**src/logic/fxo_pkg.sv**
```systemverilog
// fxo_pkg: shared types and constants of the fp operand-error / overflow exception unit
// assumes: an 80-bit extended register format (sign, 15-bit exponent, 64-bit mantissa)
package fxo_pkg;

  // ==========================================================================
  // encodings
  typedef enum logic [1:0] {DEST_FPREG = 2'h0, DEST_MEM = 2'h1, DEST_INTREG = 2'h2} fxo_dest_type;
  typedef enum logic [2:0] {
    FMT_LONG = 3'h0, FMT_SGL = 3'h1, FMT_EXT = 3'h2, FMT_PACK = 3'h3,
    FMT_WORD = 3'h4, FMT_DBL = 3'h5, FMT_BYTE = 3'h6
  } fxo_fmt_type;
  typedef enum logic [1:0] {PREC_EXT = 2'h0, PREC_SGL = 2'h1, PREC_DBL = 2'h2} fxo_prec_type;
  typedef enum logic [1:0] {
    RMODE_NEAREST = 2'h0, RMODE_ZERO = 2'h1, RMODE_MINUS = 2'h2, RMODE_PLUS = 2'h3
  } fxo_rmode_type;
  typedef enum logic [1:0] {
    TGT_RESUME = 2'h0, TGT_USER_INEX = 2'h1, TGT_USER_OPERAND_ERROR_FLAG = 2'h2, TGT_USER_OVERFLOW_FLAG = 2'h3
  } fxo_target_type;
  typedef enum logic [1:0] {EXC_NONE = 2'h0, EXC_OPERAND_ERROR_FLAG = 2'h1, EXC_CONV = 2'h2, EXC_OVERFLOW_FLAG = 2'h3} fxo_exc_type;

  // ==========================================================================
  // exponent limits (unbiased, intermediate 16-bit exponent)
  localparam logic signed [15:0] EXP_MAX_SGL = 16'sh0080;
  localparam logic signed [15:0] EXP_MAX_DBL = 16'sh0400;
  localparam logic signed [15:0] EXP_MAX_EXT = 16'sh4000;
  localparam logic signed [15:0] EXP_MIN_SGL = 16'shff82;
  localparam logic signed [15:0] EXP_MIN_DBL = 16'shfc02;
  localparam logic signed [15:0] EXP_MIN_EXT = 16'shc002;

  // ==========================================================================
  // default result values
  localparam logic [14:0] EXT_EXP_INF = 15'h7fff;
  localparam logic [14:0] LGST_EXP_SGL = 15'h407e;
  localparam logic [14:0] LGST_EXP_DBL = 15'h43fe;
  localparam logic [14:0] LGST_EXP_EXT = 15'h7ffe;
  localparam logic [63:0] MANT_INF = 64'h0000_0000_0000_0000;
  localparam logic [63:0] MANT_ONES_SGL = 64'hffff_ff00_0000_0000;
  localparam logic [63:0] MANT_ONES_DBL = 64'hffff_ffff_ffff_f800;
  localparam logic [63:0] MANT_ONES_EXT = 64'hffff_ffff_ffff_ffff;
  localparam logic [79:0] QNAN_ALL_ONES = 80'h7fff_ffff_ffff_ffff_ffff;
  localparam logic [31:0] INT_MIN_BYTE = 32'hffff_ff80;
  localparam logic [31:0] INT_MAX_BYTE = 32'h0000_007f;
  localparam logic [31:0] INT_MIN_WORD = 32'hffff_8000;
  localparam logic [31:0] INT_MAX_WORD = 32'h0000_7fff;
  localparam logic [31:0] INT_MIN_LONG = 32'h8000_0000;
  localparam logic [31:0] INT_MAX_LONG = 32'h7fff_ffff;

  // ==========================================================================
  // one finished operation as it leaves the arithmetic pipeline
  typedef struct packed {
    fxo_dest_type destKind;
    fxo_fmt_type destFmt;
    logic sign;
    logic signed [15:0] exp;
    logic roundCarry;
    logic operand_error_flag;
    logic convTooLarge;
    logic convNan;
    logic convInf;
    logic convMostNeg;
    logic depMove;
    logic moveOut;
    logic expFamily;
    logic forced;
    fxo_prec_type forcedSel;
    logic [31:0] instrAddr;
    logic [31:0] effAddr;
  } fxo_op_type;

endpackage

```
**src/logic/fxo_res_if.sv**
```systemverilog
// fxo_res_if: carries the default-result request and answers between the unit and its helpers
// assumes: purely combinational helpers on the far side
`timescale 1ns/10ps
interface fxo_res_if;
  import fxo_pkg::*;
  logic sign;
  fxo_rmode_type roundMode;
  fxo_prec_type prec;
  fxo_fmt_type intFmt;
  logic mostNeg;
  logic [79:0] ovflValue;
  logic [31:0] intValue;
  modport ctl (output sign, roundMode, prec, intFmt, mostNeg, input ovflValue, intValue);
  modport overflow_flag (input sign, roundMode, prec, output ovflValue);
  modport sat (input sign, intFmt, mostNeg, output intValue);
endinterface

```
**src/logic/fxo_overflow_flag_value.sv**
```systemverilog
// fxo_overflow_flag_value: overflow default result by rounding mode and precision
// assumes: sign, mode and precision stable while the answer is used
`timescale 1ns/10ps
module fxo_overflow_flag_value import fxo_pkg::*; (
  fxo_res_if.overflow_flag res
);
  logic [14:0] lgExp;
  logic [63:0] lgMant;
  logic useInf;

  // ==========================================================================
  // largest magnitude of the precision, or infinity
  always_comb begin
    unique case (res.prec)
      PREC_SGL: begin
        lgExp = LGST_EXP_SGL;
        lgMant = MANT_ONES_SGL;
      end
      PREC_DBL: begin
        lgExp = LGST_EXP_DBL;
        lgMant = MANT_ONES_DBL;
      end
      default: begin
        lgExp = LGST_EXP_EXT;
        lgMant = MANT_ONES_EXT;
      end
    endcase
    unique case (res.roundMode)
      RMODE_NEAREST: useInf = 1'h1;
      RMODE_ZERO: useInf = 1'h0;
      RMODE_MINUS: useInf = res.sign;
      RMODE_PLUS: useInf = ~res.sign;
    endcase
    res.ovflValue = useInf ? {res.sign, EXT_EXP_INF, MANT_INF} : {res.sign, lgExp, lgMant};
  end
endmodule // fxo_overflow_flag_value

```
**src/logic/fxo_int_sat.sv**
```systemverilog
// fxo_int_sat: integer default result for failed conversions
// assumes: intFmt is byte, word or long
`timescale 1ns/10ps
module fxo_int_sat import fxo_pkg::*; (
  fxo_res_if.sat res
);
  logic useMin;

  // ==========================================================================
  // most negative for the erroneous case or negative overflow, else most positive
  always_comb begin
    useMin = res.mostNeg | res.sign;
    unique case (res.intFmt)
      FMT_BYTE: res.intValue = useMin ? INT_MIN_BYTE : INT_MAX_BYTE;
      FMT_WORD: res.intValue = useMin ? INT_MIN_WORD : INT_MAX_WORD;
      default: res.intValue = useMin ? INT_MIN_LONG : INT_MAX_LONG;
    endcase
  end
endmodule // fxo_int_sat

```
**src/logic/fxo_exc_unit.sv**
```systemverilog
// fxo_exc_unit: operand-error and overflow detection, reporting and default results
// assumes: the pipeline stalls while busy is high; fpIssue pulses once per fp instruction
//
// What this block does
// - masked operand error stores all-ones quiet NaN, no exception, continue.
// - unmasked operand error keeps destination, posts, pre-instruction on next fp instr.
// - bad conversion to byte/word/long takes an immediate post-instruction exception.
// - erroneous most-negative conversion stores that width's most negative value.
// - conversion overflow or infinity stores largest integer of matching sign.
// - overflow when intermediate exponent reaches precision's maximum exponent.
// - overflow only for single/double/extended; other formats become operand error.
// - underflow check, then round, then overflow check, then store.
// - overflow flag set always takes the nonmaskable overflow exception.
// - fp register destination: pre-instruction on next fp instr; memory/integer gets post-instruction at once.
// - overflow result follows rounding mode table.
// - overflow result precision: control, destination format, or forced.
// - overflow with dependent move reports post-instruction; address field invalid.
// - move-out overflow frame address field holds destination memory address.
// - integer register destination: instruction address points at the instruction.
// - exponential family overflow marks intermediate frame fields invalid.
// - overflow masked: go to inexact handler if inexact and enabled, else resume.
// - overflow unmasked: continue at user overflow handler.
// - any operand error sets the operand-error flag.
`timescale 1ns/10ps
module fxo_exc_unit import fxo_pkg::*; (
  input logic clk_sys,
  input logic rst,
  input logic opValid,
  input fxo_dest_type destKind,
  input fxo_fmt_type destFmt,
  input logic resSign,
  input logic signed [15:0] resExp,
  input logic roundCarry,
  input logic opErrCond,
  input logic convTooLarge,
  input logic convNan,
  input logic convInf,
  input logic convMostNeg,
  input logic depMove,
  input logic moveOut,
  input logic expFamily,
  input logic forcedPrec,
  input fxo_prec_type forcedPrecSel,
  input logic [31:0] instrAddr,
  input logic [31:0] effAddr,
  input fxo_rmode_type roundMode,
  input fxo_prec_type roundPrec,
  input logic userOperrEn,
  input logic userOvflEn,
  input logic userInexEn,
  input logic inexactInputFlag,
  input logic inexactResultFlag,
  input logic fpIssue,
  input logic excByteClear,
  output logic busy_r,
  output logic operandErrorFlag_r,
  output logic overflowFlag_r,
  output logic underflowSeen_r,
  output logic destWrite_r,
  output logic [79:0] destValue_r,
  output logic intWrite_r,
  output logic [31:0] intValue_r,
  output logic excPre_r,
  output logic excPost_r,
  output fxo_exc_type excKind_r,
  output logic handlerGo_r,
  output fxo_target_type handlerTarget_r,
  output logic frameEaValid_r,
  output logic [31:0] frameEa_r,
  output logic [31:0] frameInstrAddr_r,
  output logic frameIntermedValid_r
);

  // ==========================================================================
  // state
  typedef enum logic [2:0] {S_IDLE = 3'h1, S_PEND = 3'h2, S_SUPP = 3'h4} fxo_fsm_type;
  typedef struct packed {
    fxo_fsm_type fsm;
    logic aV;
    fxo_op_type aOp;
    logic bV;
    fxo_op_type bOp;
    logic cV;
    fxo_op_type cOp;
    logic cOvfl;
    fxo_exc_type hKind;
    fxo_op_type hOp;
    logic operandErrorFlag;
    logic overflowFlag;
    logic underflowSeen;
    logic destWrite;
    logic [79:0] destValue;
    logic intWrite;
    logic [31:0] intValue;
    logic excPre;
    logic excPost;
    logic handlerGo;
    fxo_target_type handlerTarget;
    logic frameEaValid;
    logic [31:0] frameEa;
    logic [31:0] frameInstrAddr;
    logic frameIntermedValid;
    logic busy;
  } fxo_state_type;

  fxo_state_type st_r;
  fxo_state_type st_nxt;
  fxo_op_type inOp;
  fxo_res_if res ();
  logic cTake;
  logic intFmt;
  logic fpFmt;
  logic convErr;
  logic opErrSel;
  logic ovflSel;
  logic inexGo;

  fxo_overflow_flag_value u_overflow_flag (.res(res.overflow_flag));
  fxo_int_sat u_sat (.res(res.sat));

  // ==========================================================================
  // helpers
  function automatic fxo_prec_type effPrec(input fxo_op_type op, input fxo_prec_type ctl);
    if (op.forced) begin
      effPrec = op.forcedSel;
    end else if (op.destKind == DEST_FPREG) begin
      effPrec = ctl;
    end else if (op.destFmt == FMT_SGL) begin
      effPrec = PREC_SGL;
    end else if (op.destFmt == FMT_DBL) begin
      effPrec = PREC_DBL;
    end else begin
      effPrec = PREC_EXT;
    end
  endfunction

  function automatic logic isIntFmt(input fxo_fmt_type f);
    isIntFmt = (f == FMT_BYTE) || (f == FMT_WORD) || (f == FMT_LONG);
  endfunction

  // ==========================================================================
  // combinational
  always_comb begin
    inOp = '{destKind: destKind, destFmt: destFmt, sign: resSign, exp: resExp,
      roundCarry: roundCarry, operand_error_flag: opErrCond, convTooLarge: convTooLarge,
      convNan: convNan, convInf: convInf, convMostNeg: convMostNeg, depMove: depMove,
      moveOut: moveOut, expFamily: expFamily, forced: forcedPrec,
      forcedSel: forcedPrecSel, instrAddr: instrAddr, effAddr: effAddr};
    res.sign = st_r.hOp.sign;
    res.roundMode = roundMode;
    res.prec = effPrec(st_r.hOp, roundPrec);
    res.intFmt = st_r.hOp.destFmt;
    res.mostNeg = st_r.hOp.convMostNeg;
    cTake = st_r.cV && (st_r.fsm == S_IDLE);
    intFmt = isIntFmt(st_r.cOp.destFmt);
    fpFmt = (st_r.cOp.destFmt == FMT_SGL) || (st_r.cOp.destFmt == FMT_DBL)
      || (st_r.cOp.destFmt == FMT_EXT);
    convErr = intFmt && (st_r.cOp.convTooLarge || st_r.cOp.convNan || st_r.cOp.convInf
      || st_r.cOp.convMostNeg || st_r.cOvfl);
    opErrSel = !convErr && (st_r.cOp.operand_error_flag || (st_r.cOvfl && !fpFmt));
    ovflSel = !convErr && !opErrSel && st_r.cOvfl && fpFmt;
    inexGo = userInexEn && (inexactInputFlag || inexactResultFlag);

    st_nxt = st_r;
    st_nxt.destWrite = 1'h0;
    st_nxt.intWrite = 1'h0;
    st_nxt.excPre = 1'h0;
    st_nxt.excPost = 1'h0;
    st_nxt.handlerGo = 1'h0;
    if (excByteClear) begin
      st_nxt.operandErrorFlag = 1'h0;
      st_nxt.overflowFlag = 1'h0;
      st_nxt.underflowSeen = 1'h0;
    end

    // pipeline: underflow check, round, overflow check
    st_nxt.aV = opValid;
    if (opValid) begin
      st_nxt.aOp = inOp;
    end
    st_nxt.bV = st_r.aV;
    if (st_r.aV) begin
      if (st_r.aOp.exp <= ((effPrec(st_r.aOp, roundPrec) == PREC_SGL) ? EXP_MIN_SGL :
          (effPrec(st_r.aOp, roundPrec) == PREC_DBL) ? EXP_MIN_DBL : EXP_MIN_EXT)) begin
        st_nxt.underflowSeen = 1'h1;
      end
      st_nxt.bOp = st_r.aOp;
      st_nxt.bOp.exp = st_r.aOp.exp + {15'h0000, st_r.aOp.roundCarry};
    end
    st_nxt.cV = st_r.bV;
    if (st_r.bV) begin
      st_nxt.cOp = st_r.bOp;
      st_nxt.cOvfl = st_r.bOp.exp >= ((effPrec(st_r.bOp, roundPrec) == PREC_SGL) ? EXP_MAX_SGL :
        (effPrec(st_r.bOp, roundPrec) == PREC_DBL) ? EXP_MAX_DBL : EXP_MAX_EXT);
    end

    unique case (st_r.fsm)
      S_IDLE: begin
        if (cTake && (convErr || opErrSel || ovflSel)) begin
          st_nxt.hOp = st_r.cOp;
          st_nxt.frameInstrAddr = st_r.cOp.instrAddr;
          st_nxt.frameEa = st_r.cOp.effAddr;
          st_nxt.frameEaValid = st_r.cOp.moveOut && (st_r.cOp.destKind == DEST_MEM);
          st_nxt.frameIntermedValid = !(ovflSel && st_r.cOp.expFamily);
        end
        if (cTake && convErr) begin
          st_nxt.operandErrorFlag = 1'h1;
          st_nxt.hKind = EXC_CONV;
          st_nxt.excPost = 1'h1;
          st_nxt.fsm = S_SUPP;
        end else if (cTake && opErrSel) begin
          st_nxt.operandErrorFlag = 1'h1;
          st_nxt.hKind = EXC_OPERAND_ERROR_FLAG;
          if (!userOperrEn) begin
            st_nxt.destWrite = 1'h1;
            st_nxt.destValue = QNAN_ALL_ONES;
          end else begin
            st_nxt.fsm = S_PEND;
          end
        end else if (cTake && ovflSel) begin
          st_nxt.overflowFlag = 1'h1;
          st_nxt.hKind = EXC_OVERFLOW_FLAG;
          if ((st_r.cOp.destKind == DEST_FPREG) && !st_r.cOp.depMove) begin
            st_nxt.fsm = S_PEND;
          end else begin
            st_nxt.excPost = 1'h1;
            st_nxt.fsm = S_SUPP;
          end
        end
      end
      S_PEND: begin
        if (fpIssue) begin
          st_nxt.excPre = 1'h1;
          st_nxt.fsm = S_SUPP;
        end
      end
      S_SUPP: begin
        st_nxt.handlerGo = 1'h1;
        st_nxt.fsm = S_IDLE;
        unique case (st_r.hKind)
          EXC_CONV: begin
            st_nxt.intWrite = !st_r.hOp.convNan;
            st_nxt.intValue = res.intValue;
            st_nxt.handlerTarget = userOperrEn ? TGT_USER_OPERAND_ERROR_FLAG :
              (inexGo ? TGT_USER_INEX : TGT_RESUME);
          end
          EXC_OVERFLOW_FLAG: begin
            st_nxt.destWrite = 1'h1;
            st_nxt.destValue = res.ovflValue;
            st_nxt.handlerTarget = userOvflEn ? TGT_USER_OVERFLOW_FLAG :
              (inexGo ? TGT_USER_INEX : TGT_RESUME);
          end
          default: begin
            st_nxt.handlerTarget = TGT_USER_OPERAND_ERROR_FLAG;
          end
        endcase
      end
    endcase
    st_nxt.busy = (st_nxt.fsm != S_IDLE);
  end

  // ==========================================================================
  // registers
  always_ff @(posedge clk_sys or posedge rst) begin
    if (rst) begin
      st_r <= '0;
      st_r.fsm <= S_IDLE;
      st_r.frameIntermedValid <= 1'h1;
    end else begin
      st_r <= st_nxt;
    end
  end

  assign busy_r = st_r.busy;
  assign operandErrorFlag_r = st_r.operandErrorFlag;
  assign overflowFlag_r = st_r.overflowFlag;
  assign underflowSeen_r = st_r.underflowSeen;
  assign destWrite_r = st_r.destWrite;
  assign destValue_r = st_r.destValue;
  assign intWrite_r = st_r.intWrite;
  assign intValue_r = st_r.intValue;
  assign excPre_r = st_r.excPre;
  assign excPost_r = st_r.excPost;
  assign excKind_r = st_r.hKind;
  assign handlerGo_r = st_r.handlerGo;
  assign handlerTarget_r = st_r.handlerTarget;
  assign frameEaValid_r = st_r.frameEaValid;
  assign frameEa_r = st_r.frameEa;
  assign frameInstrAddr_r = st_r.frameInstrAddr;
  assign frameIntermedValid_r = st_r.frameIntermedValid;
endmodule // fxo_exc_unit

```
**config.mk**
```make
export PLATFORM = sky130hd
export DESIGN_NAME = fxo_exc_unit
export DESIGN_NICKNAME = d
export VERILOG_FILES = /design/src/logic/fxo_pkg.sv /design/src/logic/fxo_res_if.sv /design/src/logic/fxo_overflow_flag_value.sv /design/src/logic/fxo_int_sat.sv /design/src/logic/fxo_exc_unit.sv
export SDC_FILE = /design/constraint.sdc
export NUM_CORES = 1
export LEC_CHECK = 0
export ABC_CLOCK_PERIOD_IN_PS = 27800
export BUFFER_PORTS_ARGS = -buffer_cell sky130_fd_sc_hd__buf_2
export CAP_MARGIN = 30
export CORE_MARGIN = 8
export CORE_UTILIZATION = 60
export DETAILED_ROUTE_END_ITERATION = 7
export PLACE_DENSITY = 0.85
export SLEW_MARGIN = 40
export SYNTH_ARGS = -nofsm -noshare
export SYNTH_HDL_FRONTEND = slang
export SYNTH_SLANG_ARGS = --single-unit
export TNS_END_PERCENT = 1
```
**constraint.sdc**
```tcl
create_clock -name clk_sys -period 27.8 [get_ports clk_sys]
set_input_delay 4.17 -clock clk_sys [delete_from_list [all_inputs] [get_ports clk_sys]]
set_output_delay 4.17 -clock clk_sys [all_outputs]
set_load 0.02 [all_outputs]
```
==> out/results.ini <==
[grt]
grt_pass1_vias=9864
gr-total-overflow=0
grt_pass1_wl_um=52500
antenna_found_initial=4
grt_usage=0.196
grt_max_degree=154

[timing]
final_max_slew_viol_count=0
max_slew.worst_pin.slew_ps=787
timing.fmax_mhz=176
layout_min_cycle_time_ps=5680
timing.final.crit_share=0.204
rsz0062_at_grt=false
slew_headroom=0.475
post-route-worst-setup-slack_ps=22120
setup_tns_ps=0
setup_viol=0
final_hold_viol_count=0
skew_ps=15.2

[synthesis]
synth-main-ff-cell=dfrtp_1
ys_async_sr_fraction=1.00
avgSynthCellArea_um2=13.7
synth_cell_type_count=52
syn-num-nets=1320
ys_seq_area_frac=0.587
yosys_warnings=0
synthCells=1195
ys_seq_elements=385
synth-edff-count=0
netlist_area_um2=16400

[cells_and_area]
fin_cells=1688
fillers=1840
area_delta_synth_final_pct=11.1
nNetsFinal=1445
drive_above_1_share=0.529
final_area_um2=18200
diodes=0

[clocking]
cts_tree=yes
clk_latency_ps=520
htree_levels=2
cts_buffers=39
cts_setup_buffers=0
cts_buffer_depth=3
path_clk_slew_ps=60
cts_resized=0
ctsHoldBuffers=0
clockRootBuffer=clkbuf_16
clock_sinks=385

[die]
die_h_um=181
die_area_um2=32900
io_pins=303
start_util=0.609
die_w_um=181
coreArea_um2=27000
num_rows=60

[placed_design]
hpwl_um=22100
preCtsSetupSlack_ps=21190
placed_area_um2=16900
gp_congestion=0.810
io_buffers=302
dp.cells=1620

[setup_path]
cp.arrival_ps=1510
start_kind=flip-flop
crit_path_cell_trace=buf_2
critical_path.top_delay_family=flip-flops
r2r.worst_path.cells=5
cpPeakStageDelay_ps=710
cp_num_buf_inv=1
r2r-start=st_nxt[487]
slowest_stage=dfrtp_1
regToRegEndpoint=underflowSeen_r
cp-end-kind=output port
crit_fanout=30
critPathKind=flip-flop to output port
required_ps=23630
rrSetupSlack_ps=25330

[power_and_ir_drop]
finalPower_uw=1860
p_leak_uw=0.00831
p_per_area_nw_per_um2=102
vdd_drop_max_mv=0.0584

[route]
initialDrtViolationCount=550
firstDrtPassIters=4
via_per_inst=5.49
vias=9271
wl_per_cell_um=19.3
ant_nets=0
routed_wl_um=32500
drc=0

[hold_path]
min_to=intWrite_r
hold_start=st_r[261]
hold_depth=1
hold_class=flip-flop to flip-flop

[run_status]
status=completed

[flow_run]
maxCapViolCount=0

placed cells by master, fill, tap and decap left out, types with 6 or more instances in the layout:
cell	count
xor2_1	6
clkbuf_16	40
nor2_1	45
ha_1	13
buf_2	301
clkbuf_1	7
mux2_2	328
a21oi_1	28
nand2_1	28
mux2_1	7
clkbuf_8	12
inv_1	16
xnor2_1	12
nand3_1	10
o21ai_0	21
dfrtp_1	381
nor3_1	6
synth_stat cells, types with 2 or more instances:
cell	count	area share
clkbuf_1	35	0.0080
o22ai_1	2	0.00076
dfrtp_1	383	0.58
mux2_1	7	0.0048
o31ai_1	4	0.0018
ha_1	13	0.0099
nand4_1	2	0.00076
and4_1	2	0.0011
buf_4	180	0.082
buf_6	2	0.0014
and3_1	4	0.0015
o31a_1	2	0.0011
a22oi_1	4	0.0018
a211oi_1	3	0.0014
nor2b_1	4	0.0015
nand3_1	10	0.0030
o21a_1	2	0.00091
nor3b_1	3	0.0014
nor3_1	6	0.0018
nand2_1	28	0.0064
buf_2	9	0.0027
mux2_2	328	0.22
a31oi_1	4	0.0015
nor2_1	45	0.010
inv_1	17	0.0039
o21ai_0	21	0.0064
xnor2_1	12	0.0064
dfstp_2	2	0.0032
a21oi_1	28	0.0085
a21o_1	3	0.0014
xor2_1	6	0.0032
nand3b_1	3	0.0014
nor4_1	2	0.00076
state kept, by name, indices dropped and copies added (netlist names), 2 cells and up:
name / count
excKind_r: 2
frameInstrAddr_r: 32
st_nxt: 2
destValue_r: 8
res.intFmt: 3
frameEa_r: 32
st_r: 287
handlerTarget_r: 2
intValue_r: 4
layer usage:
layer  track usage  share of wire  wire length (um)  up-vias
li1              -              -                 -     4194
met1         0.235           0.39             12800     4746
met2         0.343           0.51             16700      273
met3        0.0519          0.071              2300       50
met4        0.0564          0.020               654        8
met5             0         0.0016                51        -
kinds of logic after synthesis:
| kind of cell | synth area share |
|---|---|
| DFF | 0.587 |
| muxes | 0.230 |
| buffers and inverters | 0.0983 |
| xor gates and xnor gates | 0.00960 |
| AOI/OAI and AO/OA | 0.0306 |
| and+or+nand+nor | 0.0351 |
| adders and majority gates | 0.00991 |
report_power, final:
group	internal [uW]	switching [uW]
sequential	693	102
combinational	223	322
clock	321	204
stage by stage:
stage | hold slack [ps] | util
3_3_place_gp | 401 | 0.627
4_1_cts | 427 | 0.676
5_1_grt | 435 | 0.677
2_1_floorplan | 352 | -
6_report | 433 | 0.677
3_5_place_dp | 419 | 0.627
worst max-delay path by stage:
stage / start / to / cells past startpoint
floorplan: rst / busy_r / 1
global placement: rst / st_nxt[487] / 4
detailed placement: rst / st_nxt[487] / 4
CTS: rst / st_nxt[487] / 4
global route: rst / st_nxt[487] / 4
finish: destValue_r[39] / destValue_r[31] / 1
final cells by class:
type,count,area [um2],share of cell area
multi-input combinational,567,5180,0.284
tap,341,427,0.0234
timing repair buffer,310,1590,0.0873
inverter,17,80.1,0.00439
clock inverter,10,140,0.00768
clock buffer,58,1180,0.0646
sequential,385,9640,0.529
Note: power is estimated with default switching activity, not from simulation.
